--- src/logic/scc_static_cs_defines.vh ---
// Purpose: Constants for the static chip-select configuration block.
// Assumes: APB byte addresses, 32-bit data, one aligned word per register.
// Notes: Field positions refer to the per-chip-select configuration word and the status word.
`ifndef SCC_STATIC_CS_DEFINES_VH
`define SCC_STATIC_CS_DEFINES_VH

// Register byte offsets.
`define SCC_CFG0_OFS 12'h000
`define SCC_CFG1_OFS 12'h004
`define SCC_CFG2_OFS 12'h008
`define SCC_CFG3_OFS 12'h00c
`define SCC_READ_WAIT_OFS 12'h010
`define SCC_WRITE_WAIT_OFS 12'h014
`define SCC_LONG_WAIT_OFS 12'h018
`define SCC_STATUS_OFS 12'h01c

// Configuration word field positions.
`define SCC_WRITE_PROTECT_BIT 20
`define SCC_WRITE_BUFFER_BIT 19
`define SCC_LONG_WAIT_SELECT_BIT 8
`define SCC_LANE_STROBE_READ_MODE_BIT 7

// Status word field positions.
`define SCC_STAT_BUSY_BIT 0
`define SCC_STAT_BUFFERED_BIT 1

// Field widths and reset values.
`define SCC_SHORT_WAIT_W 5
`define SCC_LONG_WAIT_W 10
`define SCC_READ_WAIT_RST 5'h1f
`define SCC_WRITE_WAIT_RST 5'h1f
`define SCC_LONG_WAIT_RST 10'h000
`define SCC_WRITE_PROTECT_RST 4'h0
`define SCC_WRITE_BUFFER_RST 4'h0
`define SCC_LONG_WAIT_SELECT_RST 4'h0

// Memory access engine states.
`define SCC_ST_IDLE 1'b0
`define SCC_ST_ACCESS 1'b1

`endif

--- src/logic/scc_static_cs_ctrl.v ---
// Purpose: Static memory chip-select engine with per-chip-select configuration over APB.
// Assumes: All inputs synchronous to I_REF_CLK; both resets synchronous, active low.
// Notes: Configuration fields are loaded by power-on reset only; bus reset clears the engine.
//
// What this block does
// - Reserved config bits read zero, write zero.
// - Bit 20 write-protects chip select, reset 0.
// - Bit 19 enables write buffer, reset 0.
// - Bit 8 selects long-wait timing for all.
// - Mode 0: reads strobes high, writes active low.
// - Mode 1: active lanes low on reads too.
// - Power-on loads mode 0 for CS 0,2,3.
// - CS1 mode loads from strap, software overrides.
// - Bus reset leaves strap-loaded mode unchanged.
// - 16-bit byte selects: write matching, reads matching in mode 1.
`include "scc_static_cs_defines.vh"

module scc_static_cs_ctrl (
	input wire I_REF_CLK,
	input wire I_RST_N,
	input wire I_POWER_ON_RESET_N,
	input wire I_CS1_LANE_STROBE_STRAP,
	input wire I_PSEL,
	input wire I_PENABLE,
	input wire I_PWRITE,
	input wire [11:0] I_PADDR,
	input wire [31:0] I_PWDATA,
	output reg [31:0] O_PRDATA,
	output reg O_PREADY,
	output reg O_PSLVERR,
	input wire I_REQ_VALID,
	input wire I_REQ_WRITE,
	input wire [1:0] I_REQ_CS,
	input wire [23:0] I_REQ_ADDR,
	input wire [3:0] I_REQ_LANES,
	input wire [31:0] I_REQ_WDATA,
	output reg O_REQ_READY,
	output reg O_RESP_VALID,
	output reg O_RESP_ERR,
	output reg [31:0] O_RESP_RDATA,
	output reg [3:0] O_CS_N,
	output reg [23:0] O_MEM_ADDR,
	output reg [31:0] O_MEM_DOUT,
	output reg O_MEM_DOUT_EN_N,
	input wire [31:0] I_MEM_DIN,
	output reg O_OUTPUT_ENABLE_N,
	output reg O_MEMORY_WRITE_STROBE_N,
	output reg [3:0] O_LANE_STROBE_OUT_N
);

	// Per-chip-select configuration fields, one bit per chip select.
	wire [3:0] write_protect;
	wire [3:0] write_buffer;
	wire [3:0] long_wait_select;
	wire [3:0] lane_strobe_read_mode;

	// Power-on values per chip select; chip select 1 takes its lane mode from the strap.
	wire [3:0] protect_rst;
	wire [3:0] buffer_rst;
	wire [3:0] long_rst;
	wire [3:0] lane_rst;
	wire [3:0] cfg_wr_sel;

	// Timing registers shared by all chip selects.
	reg [`SCC_SHORT_WAIT_W-1:0] read_wait_reg;
	reg [`SCC_SHORT_WAIT_W-1:0] write_wait_reg;
	reg [`SCC_LONG_WAIT_W-1:0] long_wait_count_reg;

	// Engine state.
	reg state;
	reg [`SCC_LONG_WAIT_W-1:0] count;
	reg cur_write;
	reg cur_buffered;

	wire engine_rst;
	wire apb_access;
	wire apb_commit;
	wire apb_wr;
	wire cfg_hit;
	wire [1:0] cfg_idx;
	wire req_take;
	wire req_protected;
	wire req_buffered;
	reg [31:0] next_prdata;
	reg next_pslverr;
	reg [`SCC_LONG_WAIT_W-1:0] next_wait;
	reg [3:0] next_read_lanes_n;

	assign engine_rst = !I_RST_N || !I_POWER_ON_RESET_N;
	assign protect_rst = `SCC_WRITE_PROTECT_RST;
	assign buffer_rst = `SCC_WRITE_BUFFER_RST;
	assign long_rst = `SCC_LONG_WAIT_SELECT_RST;
	assign lane_rst = {2'b00, I_CS1_LANE_STROBE_STRAP, 1'b0};

	// APB: one wait state; the transfer completes on the second access cycle.
	assign apb_access = I_PSEL && I_PENABLE;
	assign apb_commit = apb_access && O_PREADY;
	assign apb_wr = apb_commit && I_PWRITE && !O_PSLVERR;
	assign cfg_hit = (I_PADDR[11:4] == 8'h00) && (I_PADDR[1:0] == 2'b00);
	assign cfg_idx = I_PADDR[3:2];

	always @(posedge I_REF_CLK) begin
		if (!engine_rst) begin
			O_PREADY <= apb_access && !O_PREADY;
		end else begin
			O_PREADY <= 1'b0;
		end
	end

	// Read data and error for the addressed register.
	always @* begin
		next_prdata = 32'h0000_0000;
		next_pslverr = 1'b0;
		if (cfg_hit) begin
			next_prdata[`SCC_WRITE_PROTECT_BIT] = write_protect[cfg_idx];
			next_prdata[`SCC_WRITE_BUFFER_BIT] = write_buffer[cfg_idx];
			next_prdata[`SCC_LONG_WAIT_SELECT_BIT] = long_wait_select[cfg_idx];
			next_prdata[`SCC_LANE_STROBE_READ_MODE_BIT] = lane_strobe_read_mode[cfg_idx];
		end else begin
			case (I_PADDR)
				`SCC_READ_WAIT_OFS: begin
					next_prdata[`SCC_SHORT_WAIT_W-1:0] = read_wait_reg;
				end
				`SCC_WRITE_WAIT_OFS: begin
					next_prdata[`SCC_SHORT_WAIT_W-1:0] = write_wait_reg;
				end
				`SCC_LONG_WAIT_OFS: begin
					next_prdata[`SCC_LONG_WAIT_W-1:0] = long_wait_count_reg;
				end
				`SCC_STATUS_OFS: begin
					next_prdata[`SCC_STAT_BUSY_BIT] = (state == `SCC_ST_ACCESS);
					next_prdata[`SCC_STAT_BUFFERED_BIT] = cur_buffered;
				end
				default: begin
					next_pslverr = 1'b1;
				end
			endcase
		end
	end

	// Read data and error are registered alongside pready and hold until the next access.
	always @(posedge I_REF_CLK) begin
		if (engine_rst) begin
			O_PRDATA <= 32'h0000_0000;
			O_PSLVERR <= 1'b0;
		end else if (apb_access && !O_PREADY) begin
			O_PRDATA <= I_PWRITE ? 32'h0000_0000 : next_prdata;
			O_PSLVERR <= next_pslverr;
		end
	end

	// One configuration slot per chip select, written only by its own word.
	assign cfg_wr_sel = (apb_wr && cfg_hit) ? (4'h1 << cfg_idx) : 4'h0;

	genvar k;
	generate
		for (k = 0; k < 4; k = k + 1) begin : g_cfg_slot
			scc_cs_cfg_slot scc_cs_cfg_slot_inst (
				.i_clk(I_REF_CLK),
				.i_por_n(I_POWER_ON_RESET_N),
				.i_wr(cfg_wr_sel[k]),
				.i_wdata(I_PWDATA),
				.i_protect_rst(protect_rst[k]),
				.i_buffer_rst(buffer_rst[k]),
				.i_long_rst(long_rst[k]),
				.i_lane_rst(lane_rst[k]),
				.o_write_protect(write_protect[k]),
				.o_write_buffer(write_buffer[k]),
				.o_long_wait_select(long_wait_select[k]),
				.o_lane_strobe_read_mode(lane_strobe_read_mode[k])
			);
		end
	endgenerate

	// Timing registers.
	always @(posedge I_REF_CLK) begin
		if (engine_rst) begin
			read_wait_reg <= `SCC_READ_WAIT_RST;
			write_wait_reg <= `SCC_WRITE_WAIT_RST;
			long_wait_count_reg <= `SCC_LONG_WAIT_RST;
		end else if (apb_wr) begin
			case (I_PADDR)
				`SCC_READ_WAIT_OFS: begin
					read_wait_reg <= I_PWDATA[`SCC_SHORT_WAIT_W-1:0];
				end
				`SCC_WRITE_WAIT_OFS: begin
					write_wait_reg <= I_PWDATA[`SCC_SHORT_WAIT_W-1:0];
				end
				`SCC_LONG_WAIT_OFS: begin
					long_wait_count_reg <= I_PWDATA[`SCC_LONG_WAIT_W-1:0];
				end
				default: begin
				end
			endcase
		end
	end

	// Request decode. The configuration of the chip select is sampled once at acceptance,
	// so a change made while the engine is busy only affects the next access.
	assign req_take = I_REQ_VALID && O_REQ_READY;
	assign req_protected = I_REQ_WRITE && write_protect[I_REQ_CS];
	assign req_buffered = I_REQ_WRITE && write_buffer[I_REQ_CS];

	always @* begin
		if (long_wait_select[I_REQ_CS]) begin
			next_wait = long_wait_count_reg;
		end else if (I_REQ_WRITE) begin
			next_wait = {{(`SCC_LONG_WAIT_W-`SCC_SHORT_WAIT_W){1'b0}}, write_wait_reg};
		end else begin
			next_wait = {{(`SCC_LONG_WAIT_W-`SCC_SHORT_WAIT_W){1'b0}}, read_wait_reg};
		end
	end

	// Read lane strobes: high in mode 0 so byte-wide write strobes and byte selects stay off.
	always @* begin
		if (lane_strobe_read_mode[I_REQ_CS]) begin
			next_read_lanes_n = ~I_REQ_LANES;
		end else begin
			next_read_lanes_n = 4'hf;
		end
	end

	// Memory access engine. An access holds its strobes for the wait count plus one cycle.
	always @(posedge I_REF_CLK) begin
		if (engine_rst) begin
			state <= `SCC_ST_IDLE;
			count <= {`SCC_LONG_WAIT_W{1'b0}};
			cur_write <= 1'b0;
			cur_buffered <= 1'b0;
			O_REQ_READY <= 1'b1;
			O_RESP_VALID <= 1'b0;
			O_RESP_ERR <= 1'b0;
			O_RESP_RDATA <= 32'h0000_0000;
			O_CS_N <= 4'hf;
			O_MEM_ADDR <= 24'h00_0000;
			O_MEM_DOUT <= 32'h0000_0000;
			O_MEM_DOUT_EN_N <= 1'b1;
			O_OUTPUT_ENABLE_N <= 1'b1;
			O_MEMORY_WRITE_STROBE_N <= 1'b1;
			O_LANE_STROBE_OUT_N <= 4'hf;
		end else begin
			O_RESP_VALID <= 1'b0;
			case (state)
				`SCC_ST_IDLE: begin
					if (req_take) begin
						O_RESP_ERR <= req_protected;
						if (req_protected) begin
							// Refused at once; no chip select, data or strobe moves.
							O_RESP_VALID <= 1'b1;
						end else begin
							state <= `SCC_ST_ACCESS;
							O_REQ_READY <= 1'b0;
							count <= next_wait;
							cur_write <= I_REQ_WRITE;
							cur_buffered <= req_buffered;
							// A buffered write is acknowledged before it reaches memory.
							O_RESP_VALID <= req_buffered;
							O_CS_N <= ~(4'h1 << I_REQ_CS);
							O_MEM_ADDR <= I_REQ_ADDR;
							if (I_REQ_WRITE) begin
								O_MEM_DOUT <= I_REQ_WDATA;
								O_MEM_DOUT_EN_N <= 1'b0;
								O_MEMORY_WRITE_STROBE_N <= 1'b0;
								O_LANE_STROBE_OUT_N <= ~I_REQ_LANES;
							end else begin
								O_OUTPUT_ENABLE_N <= 1'b0;
								O_LANE_STROBE_OUT_N <= next_read_lanes_n;
							end
						end
					end
				end
				`SCC_ST_ACCESS: begin
					if (count == {`SCC_LONG_WAIT_W{1'b0}}) begin
						state <= `SCC_ST_IDLE;
						O_REQ_READY <= 1'b1;
						cur_buffered <= 1'b0;
						O_CS_N <= 4'hf;
						O_MEM_DOUT_EN_N <= 1'b1;
						O_OUTPUT_ENABLE_N <= 1'b1;
						O_MEMORY_WRITE_STROBE_N <= 1'b1;
						O_LANE_STROBE_OUT_N <= 4'hf;
						if (!cur_write) begin
							O_RESP_RDATA <= I_MEM_DIN;
							O_RESP_VALID <= 1'b1;
						end else begin
							O_RESP_VALID <= !cur_buffered;
						end
					end else begin
						count <= count - {{(`SCC_LONG_WAIT_W-1){1'b0}}, 1'b1};
					end
				end
				default: begin
					state <= `SCC_ST_IDLE;
					O_REQ_READY <= 1'b1;
				end
			endcase
		end
	end

endmodule // scc_static_cs_ctrl

// One chip select's configuration bits. They follow power-on reset only,
// so a bus reset leaves software's settings and the strap-loaded mode alone.
// The reset values come in as inputs because chip select 1 loads a strap.
module scc_cs_cfg_slot (
	input wire i_clk,
	input wire i_por_n,
	input wire i_wr,
	input wire [31:0] i_wdata,
	input wire i_protect_rst,
	input wire i_buffer_rst,
	input wire i_long_rst,
	input wire i_lane_rst,
	output reg o_write_protect,
	output reg o_write_buffer,
	output reg o_long_wait_select,
	output reg o_lane_strobe_read_mode
);

	always @(posedge i_clk) begin
		if (!i_por_n) begin
			o_write_protect <= i_protect_rst;
			o_write_buffer <= i_buffer_rst;
			o_long_wait_select <= i_long_rst;
			o_lane_strobe_read_mode <= i_lane_rst;
		end else if (i_wr) begin
			// Only the implemented bits are stored; reserved bits are dropped.
			o_write_protect <= i_wdata[`SCC_WRITE_PROTECT_BIT];
			o_write_buffer <= i_wdata[`SCC_WRITE_BUFFER_BIT];
			o_long_wait_select <= i_wdata[`SCC_LONG_WAIT_SELECT_BIT];
			o_lane_strobe_read_mode <= i_wdata[`SCC_LANE_STROBE_READ_MODE_BIT];
		end
	end

endmodule // scc_cs_cfg_slot

--- config.mk ---
export PLATFORM = sky130hd
export DESIGN_NAME = scc_static_cs_ctrl
export DESIGN_NICKNAME = d
export VERILOG_FILES = /design/src/logic/scc_static_cs_ctrl.v
export VERILOG_INCLUDE_DIRS = /design/src /design/src/logic
export SDC_FILE = /design/constraint.sdc
export NUM_CORES = 1
export LEC_CHECK = 0
export ABC_AREA = 1
export BUFFER_PORTS_ARGS = -buffer_cell sky130_fd_sc_hd__clkbuf_2
export CAP_MARGIN = 20
export CORE_MARGIN = 2
export CORE_UTILIZATION = 49
export DETAILED_ROUTE_END_ITERATION = 10
export GPL_TIMING_DRIVEN = 0
export PLACE_DENSITY_LB_ADDON = 0.12
export SLEW_MARGIN = 15
export SYNTH_ARGS = -nofsm -noshare
export SYNTH_HDL_FRONTEND = slang
export SYNTH_SLANG_ARGS = --single-unit
export TNS_END_PERCENT = 100
--- constraint.sdc ---
create_clock -name I_REF_CLK -period 1.9 [get_ports I_REF_CLK]
set_clock_uncertainty 0.2 [all_clocks]
set_input_delay 0 -clock I_REF_CLK [delete_from_list [all_inputs] [get_ports I_REF_CLK]]
set_output_delay 0 -clock I_REF_CLK [all_outputs]
set_load 0.02 [all_outputs]
==> flow_summary.json <==
{
  "grt_use_met1": 0.376,
  "clk_pin_slew_worst_paths_ns": 0.07,
  "drt-total-wl_mm": 28.4,
  "path_cells": "inv_2 > ha_4 > nand3_2 > nor2_4 > nand3_4 > nor2_4 > buf_12 > buf_6 > o21ai_0 > nor2_1",
  "slew_headroom": 0.471,
  "max_stage_delay_ns": 0.32,
  "htree_levels": 4,
  "synthDistinctLibCells": 38,
  "clkLatencyLatePin_ns": 0.44,
  "drcViolationCount": 0,
  "hold_violations": 0,
  "clkSinkCount": 164,
  "power_frac_clock": 0.430,
  "max_slew.worst_pin.slew_ns": 0.794,
  "cts_made_buffers": 17,
  "p_per_area_nw_per_um2": 777,
  "p_switching_mw": 2.35,
  "area_growth_pct": 51.0,
  "cp_max_fo": 8,
  "holdCritPathClass": "in -> reg",
  "syn-cell-area_um2": 7410,
  "path_buf_inv": 3,
  "regToRegStartpoint": "count[1]",
  "fin_crit_sh": 1.02,
  "drv_cap": 0,
  "path_common_cell": "nor2_4",
  "coreArea_um2": 14600,
  "critPathCaptureType": "flop",
  "grt_max_degree": 17,
  "reg_top3": "O_MEM_DOUT: 32 flops, O_RESP_RDATA: 32 flops, O_MEM_ADDR: 24 flops",
  "hpwlAfterDp_mm": 16.9,
  "cp-start-kind": "flop",
  "drive_gt1_frac": 0.288,
  "rsz0062_at_grt": "yes",
  "irDropWorstVdd_mv": 0.689,
  "status": "finished with violations",
  "setup_slack_ns": -0.0402,
  "finalPower_mw": 8.69,
  "die_w_um": 127,
  "grt_pass1_vias": 8656,
  "cts_tree": "yes",
  "p_comb_frac": 0.159,
  "syn_inst": 1028,
  "violations": "setup timing",
  "track_usage": 0.329,
  "grt_pass1_wl_mm": 42.4,
  "slowest_stage": "dfxtp_2",
  "postSynthAreaPerCell_um2": 7.21,
  "gp_congestion": 0.944,
  "seqPwrFrac": 0.411,
  "ant_nets": 0,
  "yosys_warnings": 0,
  "avgViaCountPerCell": 5.45,
  "ys_ff_latch": 164,
  "vias": 8970,
  "swShare": 0.270,
  "period_needed_ns": 1.94,
  "whs_ns": 0.0231,
  "grt.met2_usage": 0.554,
  "grt_remaining_overflow": 0,
  "wl_per_cell_um": 17.3,
  "p_int_mw": 6.34,
  "yosysSeqAreaShare": 0.445,
  "dieArea_um2": 16100,
  "slew_viol_final": 0,
  "fmax_mhz": 515,
  "pin_count": 283,
  "grt_antenna_before_repair": 1,
  "cts_max_path_buffers": 2,
  "busiest_layer": "met2",
  "critPathKind": "reg -> reg",
  "port_buffers": 241,
  "dr.first_iter.drc_count": 737,
  "crit_family": "simple AND/OR/NAND/NOR gates",
  "root_buffer": "clkbuf_16",
  "critPathLaunch": "count[1]",
  "die_h_um": 127,
  "min_from": "I_POWER_ON_RESET_N",
  "finalNetCount": 1598,
  "required_ns": 2.07,
  "rows": 44,
  "finalSetupViolations": 1,
  "async_flop_share": 0,
  "filler_cell_count": 1091,
  "first_pass_iters": 6,
  "ys.flop_type": "dfxtp_1",
  "start_util": 0.506,
  "p_leak_nw": 5.19,
  "synth_edf_count": 1,
  "arrival_ns": 2.11,
  "grtUsageMet3": 0.0852
}
==> tightest hold or removal path, delay by kind of cell <==
family                 cells  cell delay, ns
and+or+nand+nor            2            0.25
buffers and inverters      2            0.37
==> cell families after synthesis <==
| logic type | share of synthesized area |
|---|---|
| AO/OA/AOI/OAI | 0.102 |
| adder cells (fa/ha/maj) | 0.00338 |
| multiplexers | 0.00152 |
| flip-flops | 0.445 |
| other | 0.000506 |
| XOR/XNOR | 0.00236 |
| buffers and inverters | 0.0905 |
| AND/OR/NAND/NOR | 0.355 |
==> cell usage in the layout, fill, tap and decap left out, types with 5 or more instances in the layout <==
cell type,count
a21oi_1,82
buf_2,14
buf_4,34
buf_6,5
buf_8,5
clkbuf_1,25
clkbuf_16,17
clkbuf_2,242
clkbuf_4,5
conb_1,20
dfxtp_1,159
dlygate4sd3_1,128
inv_1,50
inv_2,7
nand2_1,222
nand2_2,8
nand2_4,9
nand3_1,99
nand3_2,5
nand4_1,45
nor2_1,121
nor2_2,6
nor2_4,10
nor3_1,31
o21ai_0,30
o21ai_1,11
o21ai_2,17
o22ai_1,5
or2_2,6
==> routing by layer <==
layer  vias to the layer above  share of wire
met4                         0          0.059
met3                       147          0.083
met1                      4097           0.38
li1                       4204              -
met5                         -              0
met2                       522           0.48
==> synthesized netlist by cell type, types with 2 or more instances <==
library cell / count / area, µm²
a21oi_1: 83 / 415
nand2_1: 227 / 852
buf_4: 23 / 173
clkbuf_1: 28 / 105
dfxtp_1: 163 / 3260
o22ai_1: 5 / 31.3
nand3_1: 101 / 505
nand3_2: 4 / 40.0
or2_2: 6 / 37.5
o21ai_0: 52 / 260
nor2_1: 126 / 473
o21ai_1: 6 / 30.0
nor2_4: 6 / 67.6
nor2_2: 5 / 31.3
buf_1: 3 / 11.3
ha_1: 2 / 25.0
buf_6: 3 / 33.8
inv_1: 52 / 195
inv_2: 8 / 30.0
nand2_4: 7 / 78.8
nand2_2: 5 / 31.3
xor2_1: 2 / 17.5
nand4_1: 45 / 282
buf_2: 21 / 105
nor3_1: 32 / 160
==> layout make-up <==
class	instances	area, µm²	share of cell area
clock inverter	11	176	0.0158
inverter	61	236	0.0211
multi-input combinational	743	3680	0.329
antenna	1	2.50	0.000224
tap	184	230	0.0206
clock buffer	19	443	0.0396
buffer	79	498	0.0445
sequential	164	3300	0.295
timing repair buffer	383	2620	0.235
==> power by group through the flow <==
stage	logic, mW	clock network, mW	registers [mW]
2_1_floorplan	0.561	0	3.71
3_3_place_gp	1.00	0	3.64
3_5_place_dp	1.01	0	3.64
4_1_cts	1.24	3.70	3.56
5_1_grt	1.49	3.88	3.58
6_report	1.39	3.74	3.57
==> worst paths after layout <==
kind / end / slack, ns / cells after the start
worst max-delay path: O_RESP_RDATA[7] / -0.04 / 10
worst min-delay path: state / 0.02 / 4
worst max register to register: O_RESP_RDATA[7] / -0.04 / 10
worst min register to register: O_MEM_ADDR[12] / 0.26 / 2
==> timing repair <==
item / CTS / global route
endpoints found under the hold margin: 152 / 0
buffers inserted: 0 / 11
resized for setup: 12 / 93
gates cloned: 0 / 3
setup endpoints to repair: 41 / 116
hold buffers: 128 / 0
pin swaps: 0 / 30
==> through the flow <==
stage	setup slack, ns	TNS (ns)	util	cell area [µm²]	instances
2_1_floorplan	0.125	0	-	7480	1047
3_5_place_dp	-0.112	-2.16	0.609	8920	1472
6_report	-0.0402	-0.0402	0.764	11200	1645
4_1_cts	-0.0117	-0.0207	0.741	10900	1630
3_3_place_gp	-0.0846	-1.20	0.609	8920	1472
5_1_grt	-0.121	-1.08	0.764	11200	1645
No activity file was read; power rests on OpenSTA's default activity.
